### config.mk
export PLATFORM = sky130hd
export DESIGN_NAME = instr_timing
export DESIGN_NICKNAME = d
export VERILOG_FILES = /design/src/logic/timing_pkg.sv /design/src/logic/ext_move_router.sv /design/src/logic/instr_timing.sv /design/src/logic/timing_lookup.sv
export SDC_FILE = /design/constraint.sdc
export NUM_CORES = 1
export LEC_CHECK = 0
export ABC_CLOCK_PERIOD_IN_PS = 2550
export BUFFER_PORTS_ARGS = -buffer_cell sky130_fd_sc_hd__buf_2
export CORE_ASPECT_RATIO = 0.8
export CORE_MARGIN = 1
export CORE_UTILIZATION = 30
export CTS_BUF_LIST = sky130_fd_sc_hd__clkbuf_8
export CTS_CLUSTER_SIZE = 25
export DETAILED_ROUTE_END_ITERATION = 16
export PLACE_DENSITY = 0.51
export SYNTH_ARGS = -nofsm -noshare
export SYNTH_HDL_FRONTEND = slang
export SYNTH_SLANG_ARGS = --single-unit
export TNS_END_PERCENT = 20
### constraint.sdc
create_clock -name ref_clk -period 2.55 [get_ports ref_clk]
set_input_delay 0.51 -clock ref_clk [delete_from_list [all_inputs] [get_ports ref_clk]]
set_output_delay 0.51 -clock ref_clk [all_outputs]
set_load 0.05 [all_outputs]
### src/logic/timing_pkg.sv
// Shared types and constants for the instruction timing block
package timing_pkg;
  // Byte and cycle counts
  localparam logic [1:0] LEN_1 = 2'h1;
  localparam logic [1:0] LEN_2 = 2'h2;
  localparam logic [1:0] LEN_3 = 2'h3;
  localparam logic [3:0] CYC_1 = 4'h1;
  localparam logic [3:0] CYC_2 = 4'h2;
  localparam logic [3:0] CYC_3 = 4'h3;
  localparam logic [3:0] CYC_4 = 4'h4;
  localparam logic [3:0] CYC_8 = 4'h8;
  // On-chip external data RAM occupies the low part of the 16-bit space
  localparam logic [15:0] EXT_RAM_SIZE = 16'h2000;
  // Nibble masks for the exchange unit
  localparam logic [7:0] MASK_NONE = 8'h00;
  localparam logic [7:0] MASK_LOW = 8'h0f;
  localparam logic [7:0] MASK_ALL = 8'hff;

  typedef enum logic [4:0] {
    OP_ADD = 5'b00000,
    OP_ADDC = 5'b00001,
    OP_SUBB = 5'b00010,
    OP_INC = 5'b00011,
    OP_DEC = 5'b00100,
    OP_INC_DATA_POINTER_PAIR = 5'b00101,
    OP_MUL = 5'b00110,
    OP_DIV = 5'b00111,
    OP_DECIMAL_ADJUST = 5'b01000,
    OP_LOGIC = 5'b01001,
    OP_ACC_ONLY = 5'b01010,
    OP_MOV = 5'b01011,
    OP_MOV_DATA_POINTER_PAIR = 5'b01100,
    OP_CODE_READ = 5'b01101,
    OP_EXT_MOVE = 5'b01110,
    OP_PUSH = 5'b01111,
    OP_POP = 5'b10000,
    OP_XCH = 5'b10001,
    OP_LOW_NIBBLE_XCH = 5'b10010,
    OP_CARRY = 5'b10011,
    OP_BIT_SET_CLR = 5'b10100,
    OP_COND_BRANCH = 5'b10101
  } op_t;

  typedef enum logic [2:0] {
    MODE_ACC = 3'b000,
    MODE_REG = 3'b001,
    MODE_DIRECT = 3'b010,
    MODE_INDIRECT = 3'b011,
    MODE_IMM = 3'b100
  } mode_t;

  typedef enum logic [1:0] {
    TGT_NONE = 2'b00,
    TGT_EXT_RAM = 2'b01,
    TGT_OFF_CHIP = 2'b10,
    TGT_FLASH = 2'b11
  } target_t;

  typedef struct packed {
    op_t op;
    mode_t dst;
    mode_t src;
    logic taken;
    logic [1:0] branch_len;
    logic ptr_wide;
    logic [15:0] ext_addr;
    logic flash_access;
  } instr_t;

  typedef struct packed {
    logic [1:0] bytes;
    logic [3:0] cycles;
  } timing_t;
endpackage

### src/logic/ext_move_router.sv
// Picks the target of an external-move access
`timescale 1ns/1ps
module ext_move_router (
  // Access in
  input wire logic [15:0] ext_addr,
  input wire logic flash_access,
  // Target out
  output timing_pkg::target_t target
);
  // Flash access wins over the address split so the whole code space
  // stays reachable while it is selected
  always_comb begin
    if (flash_access)
      target = timing_pkg::TGT_FLASH;
    else if (ext_addr < timing_pkg::EXT_RAM_SIZE)
      target = timing_pkg::TGT_EXT_RAM;
    else
      target = timing_pkg::TGT_OFF_CHIP;
  end
endmodule

### src/logic/instr_timing.sv
// Instruction timing sequencer with external-move routing
`timescale 1ns/1ps
module instr_timing (
  // Clock and reset
  input wire logic ref_clk,
  input wire logic sys_rst,
  // Issue
  input wire logic issue_valid,
  input wire timing_pkg::instr_t issue,
  output logic ready,
  // Completion
  output logic done,
  output logic [1:0] bytes_out,
  output logic [3:0] cycles_out,
  output logic [7:0] nibble_mask,
  // External-move routing
  output logic route_valid,
  output timing_pkg::target_t target,
  output logic [15:0] route_addr,
  output logic route_wide
);
  typedef enum logic {
    ST_IDLE = 1'b0,
    ST_EXEC = 1'b1
  } state_t;

  timing_pkg::timing_t lut;
  timing_pkg::target_t lut_target;
  state_t state;
  state_t next_state;
  logic [3:0] remain;
  logic [3:0] next_remain;
  logic next_ready;
  logic next_done;
  logic [1:0] next_bytes;
  logic [3:0] next_cycles;
  logic [7:0] next_mask;
  logic next_route_valid;
  timing_pkg::target_t next_target;
  logic [15:0] next_route_addr;
  logic next_route_wide;
  logic accept;
  logic [15:0] eff_addr;

  timing_lookup u_lookup (
    .instr(issue),
    .timing(lut)
  );

  // A narrow pointer only supplies the low address byte; routing follows
  // that effective address so stale upper bits never reach off-chip space
  assign eff_addr = issue.ptr_wide ? issue.ext_addr
                                   : {8'h00, issue.ext_addr[7:0]};

  ext_move_router u_router (
    .ext_addr(eff_addr),
    .flash_access(issue.flash_access),
    .target(lut_target)
  );

  assign accept = issue_valid && ready;

  // Sequencer: one-cycle instructions complete without leaving idle, so
  // single-cycle code streams at full rate
  always_comb begin
    next_state = state;
    next_remain = remain;
    next_done = 1'b0;
    next_bytes = bytes_out;
    next_cycles = cycles_out;
    if (state == ST_IDLE) begin
      if (accept) begin
        next_bytes = lut.bytes;
        next_cycles = lut.cycles;
        next_remain = lut.cycles - timing_pkg::CYC_1;
        if (lut.cycles == timing_pkg::CYC_1)
          next_done = 1'b1;
        else
          next_state = ST_EXEC;
      end
    end else begin
      if (remain == timing_pkg::CYC_1) begin
        next_done = 1'b1;
        next_state = ST_IDLE;
      end
      next_remain = remain - timing_pkg::CYC_1;
    end
    next_ready = (next_state == ST_IDLE);
  end

  // Exchange mask and external-move routing are captured at issue
  always_comb begin
    next_mask = nibble_mask;
    next_route_valid = 1'b0;
    next_target = target;
    next_route_addr = route_addr;
    next_route_wide = route_wide;
    if (accept) begin
      case (issue.op)
        timing_pkg::OP_LOW_NIBBLE_XCH: next_mask = timing_pkg::MASK_LOW;
        timing_pkg::OP_XCH: next_mask = timing_pkg::MASK_ALL;
        default: next_mask = timing_pkg::MASK_NONE;
      endcase
      if (issue.op == timing_pkg::OP_EXT_MOVE) begin
        next_route_valid = 1'b1;
        next_target = lut_target;
        next_route_addr = eff_addr;
        next_route_wide = issue.ptr_wide;
      end else begin
        next_target = timing_pkg::TGT_NONE;
      end
    end
  end

  always_ff @(posedge ref_clk) begin
    if (sys_rst) begin
      state <= ST_IDLE;
      remain <= 4'h0;
      ready <= 1'b1;
      done <= 1'b0;
      bytes_out <= 2'h0;
      cycles_out <= 4'h0;
      nibble_mask <= 8'h00;
      route_valid <= 1'b0;
      target <= timing_pkg::TGT_NONE;
      route_addr <= 16'h0000;
      route_wide <= 1'b0;
    end else begin
      state <= next_state;
      remain <= next_remain;
      ready <= next_ready;
      done <= next_done;
      bytes_out <= next_bytes;
      cycles_out <= next_cycles;
      nibble_mask <= next_mask;
      route_valid <= next_route_valid;
      target <= next_target;
      route_addr <= next_route_addr;
      route_wide <= next_route_wide;
    end
  end

  // Cycles since the last issue, read only by the checks below
  logic [3:0] elapsed;
  always_ff @(posedge ref_clk) begin
    if (sys_rst)
      elapsed <= 4'h0;
    else if (accept)
      elapsed <= 4'h1;
    else if (elapsed != 4'hf)
      elapsed <= elapsed + 4'h1;
  end
endmodule

### src/logic/timing_lookup.sv
// Byte length and cycle count lookup for one instruction
`timescale 1ns/1ps
module timing_lookup (
  // Instruction in
  input wire timing_pkg::instr_t instr,
  // Timing out
  output timing_pkg::timing_t timing
);
  function automatic timing_pkg::timing_t pick(input logic [1:0] b,
                                               input logic [3:0] c);
    timing_pkg::timing_t t;
    t.bytes = b;
    t.cycles = c;
    return t;
  endfunction

  // Shape shared by arithmetic, increment and exchange: reg or acc 1/1,
  // direct or immediate 2/2, indirect 1/2
  function automatic timing_pkg::timing_t by_src(input timing_pkg::mode_t m);
    timing_pkg::timing_t t;
    case (m)
      timing_pkg::MODE_ACC,
      timing_pkg::MODE_REG: t = pick(timing_pkg::LEN_1, timing_pkg::CYC_1);
      timing_pkg::MODE_INDIRECT:
        t = pick(timing_pkg::LEN_1, timing_pkg::CYC_2);
      default: t = pick(timing_pkg::LEN_2, timing_pkg::CYC_2);
    endcase
    return t;
  endfunction

  always_comb begin
    timing = pick(timing_pkg::LEN_1, timing_pkg::CYC_1);
    case (instr.op)
      timing_pkg::OP_ADD, timing_pkg::OP_ADDC,
      timing_pkg::OP_SUBB: timing = by_src(instr.src);
      timing_pkg::OP_INC, timing_pkg::OP_DEC: timing = by_src(instr.dst);
      timing_pkg::OP_INC_DATA_POINTER_PAIR:
        timing = pick(timing_pkg::LEN_1, timing_pkg::CYC_1);
      timing_pkg::OP_MUL:
        timing = pick(timing_pkg::LEN_1, timing_pkg::CYC_4);
      timing_pkg::OP_DIV:
        timing = pick(timing_pkg::LEN_1, timing_pkg::CYC_8);
      timing_pkg::OP_DECIMAL_ADJUST, timing_pkg::OP_ACC_ONLY,
      timing_pkg::OP_CARRY:
        timing = pick(timing_pkg::LEN_1, timing_pkg::CYC_1);
      timing_pkg::OP_LOGIC: begin
        if (instr.dst == timing_pkg::MODE_DIRECT) begin
          if (instr.src == timing_pkg::MODE_IMM)
            timing = pick(timing_pkg::LEN_3, timing_pkg::CYC_3);
          else
            timing = pick(timing_pkg::LEN_2, timing_pkg::CYC_2);
        end else begin
          timing = by_src(instr.src);
        end
      end
      timing_pkg::OP_MOV: begin
        case (instr.dst)
          timing_pkg::MODE_DIRECT: begin
            if (instr.src == timing_pkg::MODE_DIRECT ||
                instr.src == timing_pkg::MODE_IMM)
              timing = pick(timing_pkg::LEN_3, timing_pkg::CYC_3);
            else
              timing = pick(timing_pkg::LEN_2, timing_pkg::CYC_2);
          end
          timing_pkg::MODE_INDIRECT: begin
            if (instr.src == timing_pkg::MODE_ACC)
              timing = pick(timing_pkg::LEN_1, timing_pkg::CYC_2);
            else
              timing = pick(timing_pkg::LEN_2, timing_pkg::CYC_2);
          end
          default: timing = by_src(instr.src);
        endcase
      end
      timing_pkg::OP_MOV_DATA_POINTER_PAIR:
        timing = pick(timing_pkg::LEN_3, timing_pkg::CYC_3);
      timing_pkg::OP_CODE_READ, timing_pkg::OP_EXT_MOVE:
        timing = pick(timing_pkg::LEN_1, timing_pkg::CYC_3);
      timing_pkg::OP_PUSH, timing_pkg::OP_POP, timing_pkg::OP_BIT_SET_CLR:
        timing = pick(timing_pkg::LEN_2, timing_pkg::CYC_2);
      timing_pkg::OP_XCH: timing = by_src(instr.src);
      timing_pkg::OP_LOW_NIBBLE_XCH:
        timing = pick(timing_pkg::LEN_1, timing_pkg::CYC_2);
      timing_pkg::OP_COND_BRANCH:
        // One cycle per byte, plus one more when the branch is taken
        timing = pick(instr.branch_len,
                      {2'h0, instr.branch_len} + {3'h0, instr.taken});
      default: timing = pick(timing_pkg::LEN_1, timing_pkg::CYC_1);
    endcase
  end
endmodule

### Word-level counts from Yosys, hierarchy flattened

Index checks and enable logic that the tools add are counted.
Widths: inputs -> output; s select.

| storage, ports and cells | value |
|---|---|
| input bits | 35 |
| latch bits | 0 |
| logic and storage cells | 83 |
| bits in registers | 41 |
| bits in writable memories | 0 |
| ROM bits | 0 |
| memories | 0 |
| output and inout port bits | 36 |

| cells by class | value |
|---|---|
| mux-type cells | 24 |
| div/mod/pow operators | 0 |
| multiply operators | 0 |
| reduce and logical (&&, ||, !) cells | 15 |
| bitwise operators | 3 |
| $add $sub $neg | 3 |
| shift-type cells | 0 |
| order comparisons | 1 |
| equality and inequality tests | 26 |

Operator list:

| cell | number |
|---|---|
| $pmux 6 s11 | 1 |
| $pmux 6 s2 | 3 |
| $eq 5x4->1 const B | 6 |
| $eq 5x5->1 const B | 5 |
| $lt 16x14->1 const B | 1 |
| $mux 16 | 1 |
| $pmux 8 s2 | 1 |
| $eq 5x3->1 const B | 3 |
| $eq 3x2->1 const B | 4 |
| $mux 6 | 2 |
| $eq 5x2->1 const B | 2 |
| $mux 5 | 2 |
| $reduce_or 2->1 | 5 |
| $mux 1 | 9 |
| $eq 4x1->1 const B | 2 |
| $mux 4 | 2 |
| $sub 4x1->4 const B | 2 |
| $eq 3x1->1 const B | 2 |
| $logic_not 3->1 | 2 |
| $mux 2 | 3 |
| $eq 5x1->1 const B | 1 |
| $logic_not 5->1 | 1 |
| $reduce_and 2->1 | 2 |
| $reduce_or 4->1 | 1 |
| other kinds (7) | 9 |

### Depth between registers and ports, before layout

Gate-level depths: netlist (run 1).

| logic depth | value |
|---|---|
| word-level depth | 10 |
| depth in mapped cells | 11 |
| depth with buffers taken out | 11 |

### By module

From an unflattened synthesis (run 1), not the netlist that was laid out.

| second synthesis, totals | value |
|---|---|
| cells, all modules | 283 |
| area, all modules | 2,215.9 µm² |

Modules (own cells, without submodules):

| module | area an instance (µm²) | instances | sequential area each (µm²) | cells an instance |
|---|---|---|---|---|
| instr_timing | 1,586.5 | 1 | 700.7 | 182 |
| timing_lookup | 606.8 | 1 | 0.0 | 98 |
| ext_move_router | 22.5 | 1 | 0.0 | 3 |

### Worst setup path before layout (run 1)

Ideal clock, no wire load.

| timing path | value |
|---|---|
| kind | in2reg |
| start | input port issue[27] (netlist name) |
| end | register ready |
| setup time | 0.127 ns |
| required time | 2.423 ns |
| buffers on the path | 1 |
| arrival | 2.368 ns |
| stages | 10 |
| slack | 0.055 ns |
| cell sequence | buf_2 and3b_1 o21ai_0 o31ai_1 nor4_4 inv_1 ha_1 nor2b_1 o21ba_1 or3_1 |

RTL lines:

| element | line | source |
|---|---|---|
| start: declaration | instr_timing.sv:9 | `input wire timing_pkg::instr_t issue,` |
| end signal: assignment | instr_timing.sv:131 | `ready <= next_ready;` |
| end: declaration | instr_timing.sv:10 | `output logic ready,` |

==> impl_metrics.py, run 1 <==
metrics = {
    "outcome": {
        "outcome": "completed",
    },
    "setup_path": {
        "worstPathArrival_ns": 2.45,
        "end_kind": "flop",
        "critPathCapture": "ready$_SDFF_PP1_",
        "cp.required_ns": 2.71,
        "reg2reg_from": "ready$_SDFF_PP1_",
        "r2r_cells": 6,
        "crit_path_max_incr_delay_ns": 0.33,
        "cp.depth": 10,
        "reg2reg_to": "bytes_out[0]$_SDFFE_PP0P_",
        "cp-startpoint": "issue[29]",
        "cp_slowest_cell": "or3_1",
        "path_delay_family": "simple AND/OR/NAND/NOR gates",
        "r2r_slack_ns": 1.00,
        "crit_chain": "buf_2 -> and3b_1 -> o21ai_0 -> o31ai_1 -> nor4_4 -> inv_1 -> ha_1 -> nor2b_1 -> o21ba_1 -> or3_1",
        "crit_buf_inv": 2,
        "start_kind": "input port",
        "path_max_fanout": 7,
        "critical_path_class": "in -> reg",
    },
    "grt": {
        "antenna_found_initial": 0,
        "track_usage": 0.159,
        "grt_start_max_net_pins": 37,
        "grt_pass1_wl_mm": 9.36,
        "grt_pass1_vias": 1910,
        "overflow": 0,
    },
    "sta": {
        "hold_viol_final": 0,
        "fin_crit_sh": 0.898,
        "rsz0062_at_grt": "no",
        "finalSetupViolCount": 0,
        "period_minus_slack_ns": 2.29,
        "worstMarginPinSlew_ns": 0.674,
        "max_freq_mhz": 436,
        "holdWs_ns": 0.448,
        "slew_viol_final": 0,
        "slew_headroom": 0.551,
        "fin_skew_ns": 0.00426,
    },
    "layout": {
        "drive_gt1_frac": 0.310,
        "syn2layout_area_growth_pct": 29.0,
        "fin_cells": 442,
        "fillCellCount": 704,
        "final_core_util": 0.400,
        "fin_area_um2": 2740,
        "nNetsFinal": 395,
        "diodes": 0,
    },
    "synthesis": {
        "synth_seq_cells": 35,
        "yosys_warnings": 0,
        "synth-edff-count": 0,
        "syn_inst": 276,
        "synth-async-reset-ratio": 0,
        "avgSynthCellArea_um2": 7.70,
        "yosysUniqueCellTypes": 54,
        "synth_fp_nets": 317,
        "ys_seq_area_frac": 0.330,
        "synth-main-ff-cell": "dfxtp_1",
        "netlist_area_um2": 2130,
    },
    "clocking": {
        "cts_tree": "done",
        "cts-htree-levels": 2,
        "cts_buffers": 5,
        "hold_buffers": 0,
        "cts.sinks": 35,
        "ctsResizeCount": 0,
        "cts_root_buf": "clkbuf_8",
        "cts_setup_buffers": 0,
        "clk_pin_slew_ns": 0.07,
        "clk_latency_ns": 0.27,
        "cts_buffer_depth": 2,
    },
    "power": {
        "cellLeakagePower_nw": 1.20,
        "total_power_mw": 1.32,
        "p_per_area_nw_per_um2": 481,
        "irDropWorstVdd_uv": 199,
    },
    "floorplan": {
        "placementRows": 27,
        "fp.dieH_um": 77.3,
        "core_um2": 6860,
        "die_width_um": 96.1,
        "die_area_um2": 7430,
        "start_util": 0.310,
        "io_pins": 71,
    },
    "routing": {
        "ant_nets": 0,
        "num_vias": 2156,
        "finalWirelength_mm": 5.65,
        "drt_iter0_drc": 122,
        "wl_per_cell_um": 12.8,
        "first_pass_iters": 4,
        "drc": 0,
        "avgViaCountPerCell": 4.88,
    },
    "flow_run": {
        "cap_violations": 0,
    },
    "placed_design": {
        "dpl_cell_area_um2": 2660,
        "portBuffers": 70,
        "dp_cells": 434,
        "gp_congestion": 0.836,
        "hpwl_mm": 4.30,
    },
    "worst_hold_path": {
        "hp-class": "reg -> reg",
        "holdCritStartpoint": "target[0]$_SDFFE_PP0P_",
    },
}
## routing by layer
layer | part of all wire | GRT usage
met3 | 0.052 | 0.0298
met1 | 0.56 | 0.250
met2 | 0.39 | 0.221
met4 | 0.0032 | 0.0269
met5 | 0 | 0
## layout make-up
| cell class | instances | area, µm² | share of cell area |
|---|---|---|---|
| inverters | 8 | 30.0 | 0.0110 |
| well taps | 87 | 109 | 0.0397 |
| clock buffers | 5 | 68.8 | 0.0251 |
| repair buffers | 99 | 568 | 0.207 |
| multi-input cells | 205 | 1250 | 0.457 |
| clock inverters | 3 | 12.5 | 0.00456 |
| flip-flops and latches | 35 | 701 | 0.256 |
## report_power, final
group	switching, mW	internal (mW)	total [mW]
Clock	0.188	0.184	0.372
Combinational	0.207	0.146	0.353
Sequential	0.0214	0.572	0.594
## logic make-up after synthesis
| kind of cell | after synthesis | synth area share |
|---|---|---|
| AOI/OAI and AO/OA | 74 | 0.240 |
| xor gates and xnor gates | 1 | 0.00412 |
| adders and majority gates | 6 | 0.0353 |
| buffers and inverters | 36 | 0.0812 |
| DFF | 35 | 0.330 |
| muxes | 4 | 0.0212 |
| and+or+nand+nor | 120 | 0.288 |
## sequential cells by signal, summed over array words and instances, names as in the netlist
signal / count
route_addr: 16
cycles_out: 4
remain: 4
bytes_out: 2
nibble_mask: 2
target: 2
done: 1
ready: 1
route_valid: 1
route_wide: 1
state: 1
## Yosys cell counts, types with 6 or more instances
library cell   n  area, µm²
a211oi_1       7       52.6
a21oi_1       27        135
buf_2          9       45.0
buf_4          7       52.6
clkbuf_1      11       41.3
dfxtp_1       35        701
ha_1           6       75.1
inv_1          8       30.0
nand2_1       44        165
nand2b_1       6       37.5
nand3_1       13       65.1
nor2_1        20       75.1
nor2b_1        6       37.5
nor3_1        11       55.1
o21ai_0        8       40.0
## worst reg2reg max path, delay by kind of cell (launching register included)
kind | cells | cell delay, ns
AOI/OAI and AO/OA | 3 | 0.53
and+or+nand+nor | 3 | 0.53
DFF | 1 | 0.35
## worst min path at each step
stage | to | slack [ns] | cells after the start
after floorplan | remain[0]$_SDFFE_PP0P_ | 0.51 | 2
after detailed placement | target[1]$_SDFFE_PP0P_ | 0.44 | 2
after global routing | route_addr[1]$_SDFFE_PP0P_ | 0.47 | 3
after CTS | target[1]$_SDFFE_PP0P_ | 0.45 | 2
after global placement | route_addr[11]$_SDFFE_PP0P_ | 0.44 | 2
final | target[0]$_SDFFE_PP0P_ | 0.45 | 2
## layout by cell type, fill, tap and decap left out, drive strengths merged, types with 2 or more instances in the layout
cell type  synthesis  routed
a21oi             28      28
ha                 6       6
nor3              11      11
o31a               2       2
nand2             44      44
nand3b             3       3
nor3b              4       4
a211oi             7       7
buf               17      99
o21ai              8       8
clkbuf            11       5
inv                8      10
nor2              20      20
nand3             13      13
o31ai              3       3
mux2i              3       3
a31oi              3       3
nor2b              6       6
o22ai              2       2
nor4b              2       2
dfxtp             35      35
a22oi              2       2
nand2b             6       6
o32ai              3       3
a2bb2oi            2       2
and3               2       2
a311oi             2       2
## metrics by stage
stage / worst slack, ns / TNS [ns]
final: 0.259 / 0
after global routing: 0.0648 / 0
after CTS: 0.254 / 0
after detailed placement: -0.0384 / -0.0384
after global placement: -0.0264 / -0.0273
after floorplan: 0.0549 / 0
Note: power is estimated with default switching activity, not from simulation.
==> run 2, diff against run 1 <==
CORE_UTILIZATION = 47   (was 30)
PLACE_DENSITY = 0.75   (was 0.51)
==> run 2 against run 1 <==
Compared with the run above: utilization is 23 points higher; sequential cell count stayed put; count of clock-buffer cells in the layout unchanged; setup slack got worse by 0.044 ns; die area fell by 35%; design area decreased by 2.1%; cell count decreased by 8.4%; critical path depth unchanged.
==> impl_metrics.py, run 2 (same netlist as run 1, synthesis figures left out) <==
metrics = {
    "layout": {
        "regArea_um2": 701,
        "final_common_cell": "buf_2",
        "syn2layout_area_growth_pct": 26.2,
        "largest_reg_flops": 16,
        "final_cell_mix": "70 x buf_2, 44 x nand2_1, 35 x dfxtp_1",
        "drive_gt1_frac": 0.302,
        "top_register": "route_addr",
        "nNetsFinal": 388,
        "final_core_util": 0.630,
        "fin_cells": 405,
        "fillCellCount": 379,
        "diodes": 0,
        "multi_input_area_um2": 1250,
        "top_regs": "route_addr: 16 flops, cycles_out: 4 flops, remain: 4 flops",
    },
    "power": {
        "netSwitchingFraction": 0.303,
        "power_frac_comb": 0.243,
        "p_seq_frac": 0.411,
        "p_per_area_nw_per_um2": 538,
        "p_clk_frac": 0.346,
        "p_switching_uw": 438,
        "irDropWorstVdd_uv": 222,
        "internal-power_mw": 1.01,
        "cellLeakagePower_nw": 1.17,
    },
    "grt": {
        "grt_pass1_vias": 2074,
        "overflow": 0,
        "grt_start_max_net_pins": 37,
        "grt_pass1_wl_mm": 9.49,
        "track_usage": 0.245,
        "antenna_found_initial": 0,
    },
    "worst_hold_path": {
        "hp-class": "reg -> reg",
        "hold_depth": 2,
        "hold_end": "route_addr[14]$_SDFFE_PP0P_",
        "holdCritStartpoint": "route_addr[14]$_SDFFE_PP0P_",
    },
    "floorplan": {
        "placementRows": 21,
        "fp.dieH_um": 62.2,
        "die_area_um2": 4800,
        "core_um2": 4260,
        "io_pins": 71,
        "start_util": 0.499,
        "die_width_um": 77.2,
    },
    "clocking": {
        "cts_buffers": 5,
        "cts.sinks": 35,
        "cts_setup_buffers": 0,
        "ctsResizeCount": 0,
        "cts-htree-levels": 2,
        "clk_latency_ns": 0.29,
        "cts_tree": "done",
        "cts_buffer_depth": 2,
        "clk_pin_slew_ns": 0.07,
        "hold_buffers": 0,
        "cts_root_buf": "clkbuf_8",
    },
    "placed_design": {
        "portBuffers": 70,
        "gp_congestion": 0.931,
        "hpwl_mm": 4.12,
        "dp_cells": 397,
    },
    "setup_path": {
        "reg2reg_from": "state$_SDFF_PP0_",
        "end_kind": "flop",
        "crit_path_max_incr_delay_ns": 0.33,
        "critical_path_class": "in -> reg",
        "path_max_fanout": 8,
        "worstPathArrival_ns": 2.51,
        "start_kind": "input port",
        "cp_slowest_cell": "or3_1",
        "reg2reg_to": "remain[3]$_SDFFE_PP0P_",
        "r2r_cells": 5,
        "r2r_slack_ns": 0.99,
        "cp.required_ns": 2.72,
        "crit_chain": "buf_2 -> and3b_1 -> o21ai_0 -> o31ai_1 -> nor4_4 -> inv_1 -> ha_1 -> nor2b_1 -> o21ba_1 -> or3_1",
    },
    "routing": {
        "drt_iter0_drc": 160,
        "first_pass_iters": 5,
        "drc": 0,
        "finalWirelength_mm": 5.52,
        "ant_nets": 0,
        "num_vias": 2249,
        "wl_per_cell_um": 13.6,
        "avgViaCountPerCell": 5.55,
    },
    "sta": {
        "slew_viol_final": 0,
        "slew_headroom": 0.579,
        "finalSetupViolCount": 0,
        "fin_skew_ns": 0.00645,
        "hold_viol_final": 0,
        "max_freq_mhz": 428,
        "worstMarginPinSlew_ns": 0.632,
        "rsz0062_at_grt": "no",
        "holdWs_ns": 0.453,
        "period_minus_slack_ns": 2.34,
        "fin_crit_sh": 0.916,
    },
    "flow_run": {
        "cap_violations": 0,
    },
    "outcome": {
        "outcome": "completed",
    },
}
run 2: power by group through the flow:
stage               registers (mW)  clock network (mW)  logic [mW]
global placement             0.604                   0       0.339
global route                 0.598               0.533       0.383
finish                       0.594               0.499       0.351
detailed placement           0.605                   0       0.346
floorplan                    0.643                   0       0.196
CTS                          0.593               0.504       0.349
run 2: how the worst max path moves through the flow:
stage,from,end,slack [ns]
finish,issue[28],ready$_SDFF_PP1_,0.21
global route,issue[28],ready$_SDFF_PP1_,0.06
CTS,issue[28],ready$_SDFF_PP1_,0.23
detailed placement,issue[28],ready$_SDFF_PP1_,-0.04
global placement,issue[29],remain[1]$_SDFFE_PP0P_,0.02
floorplan,issue[27],ready$_SDFF_PP1_,0.05
run 2: layout make-up:
class | instances | share of cell area
multi-input combinational | 205 | 0.467
clock inverter | 3 | 0.0163
clock buffer | 5 | 0.0257
sequential | 35 | 0.261
inverter | 8 | 0.0112
tap | 57 | 0.0266
timing repair buffer | 92 | 0.192
run 2: through the flow:
step	setup TNS (ns)	power, mW	instance area (µm²)	setup WS, ns
finish	0	1.44	2680	0.215
global placement	0	0.943	2570	0.0242
floorplan	0	0.838	2130	0.0549
global route	0	1.51	2680	0.0623
CTS	0	1.45	2680	0.233
detailed placement	-0.0438	0.951	2570	-0.0438
run 2: layer usage:
layer,part of all wire,routed length (µm),vias to the layer above,global-route usage
met5,0,0,-,0
met4,0.0092,51,0,0.0708
met3,0.076,419,6,0.0574
met2,0.45,2470,98,0.394
met1,0.47,2580,1021,0.326
li1,-,-,1124,-
run 2: critical path: cells and delay by family:
family                   cells  cell delay (ns)
AO/OA/AOI/OAI                3             0.59
adder cells (fa/ha/maj)      1             0.18
buffers and inverters        2             0.24
AND/OR/NAND/NOR              4             0.99
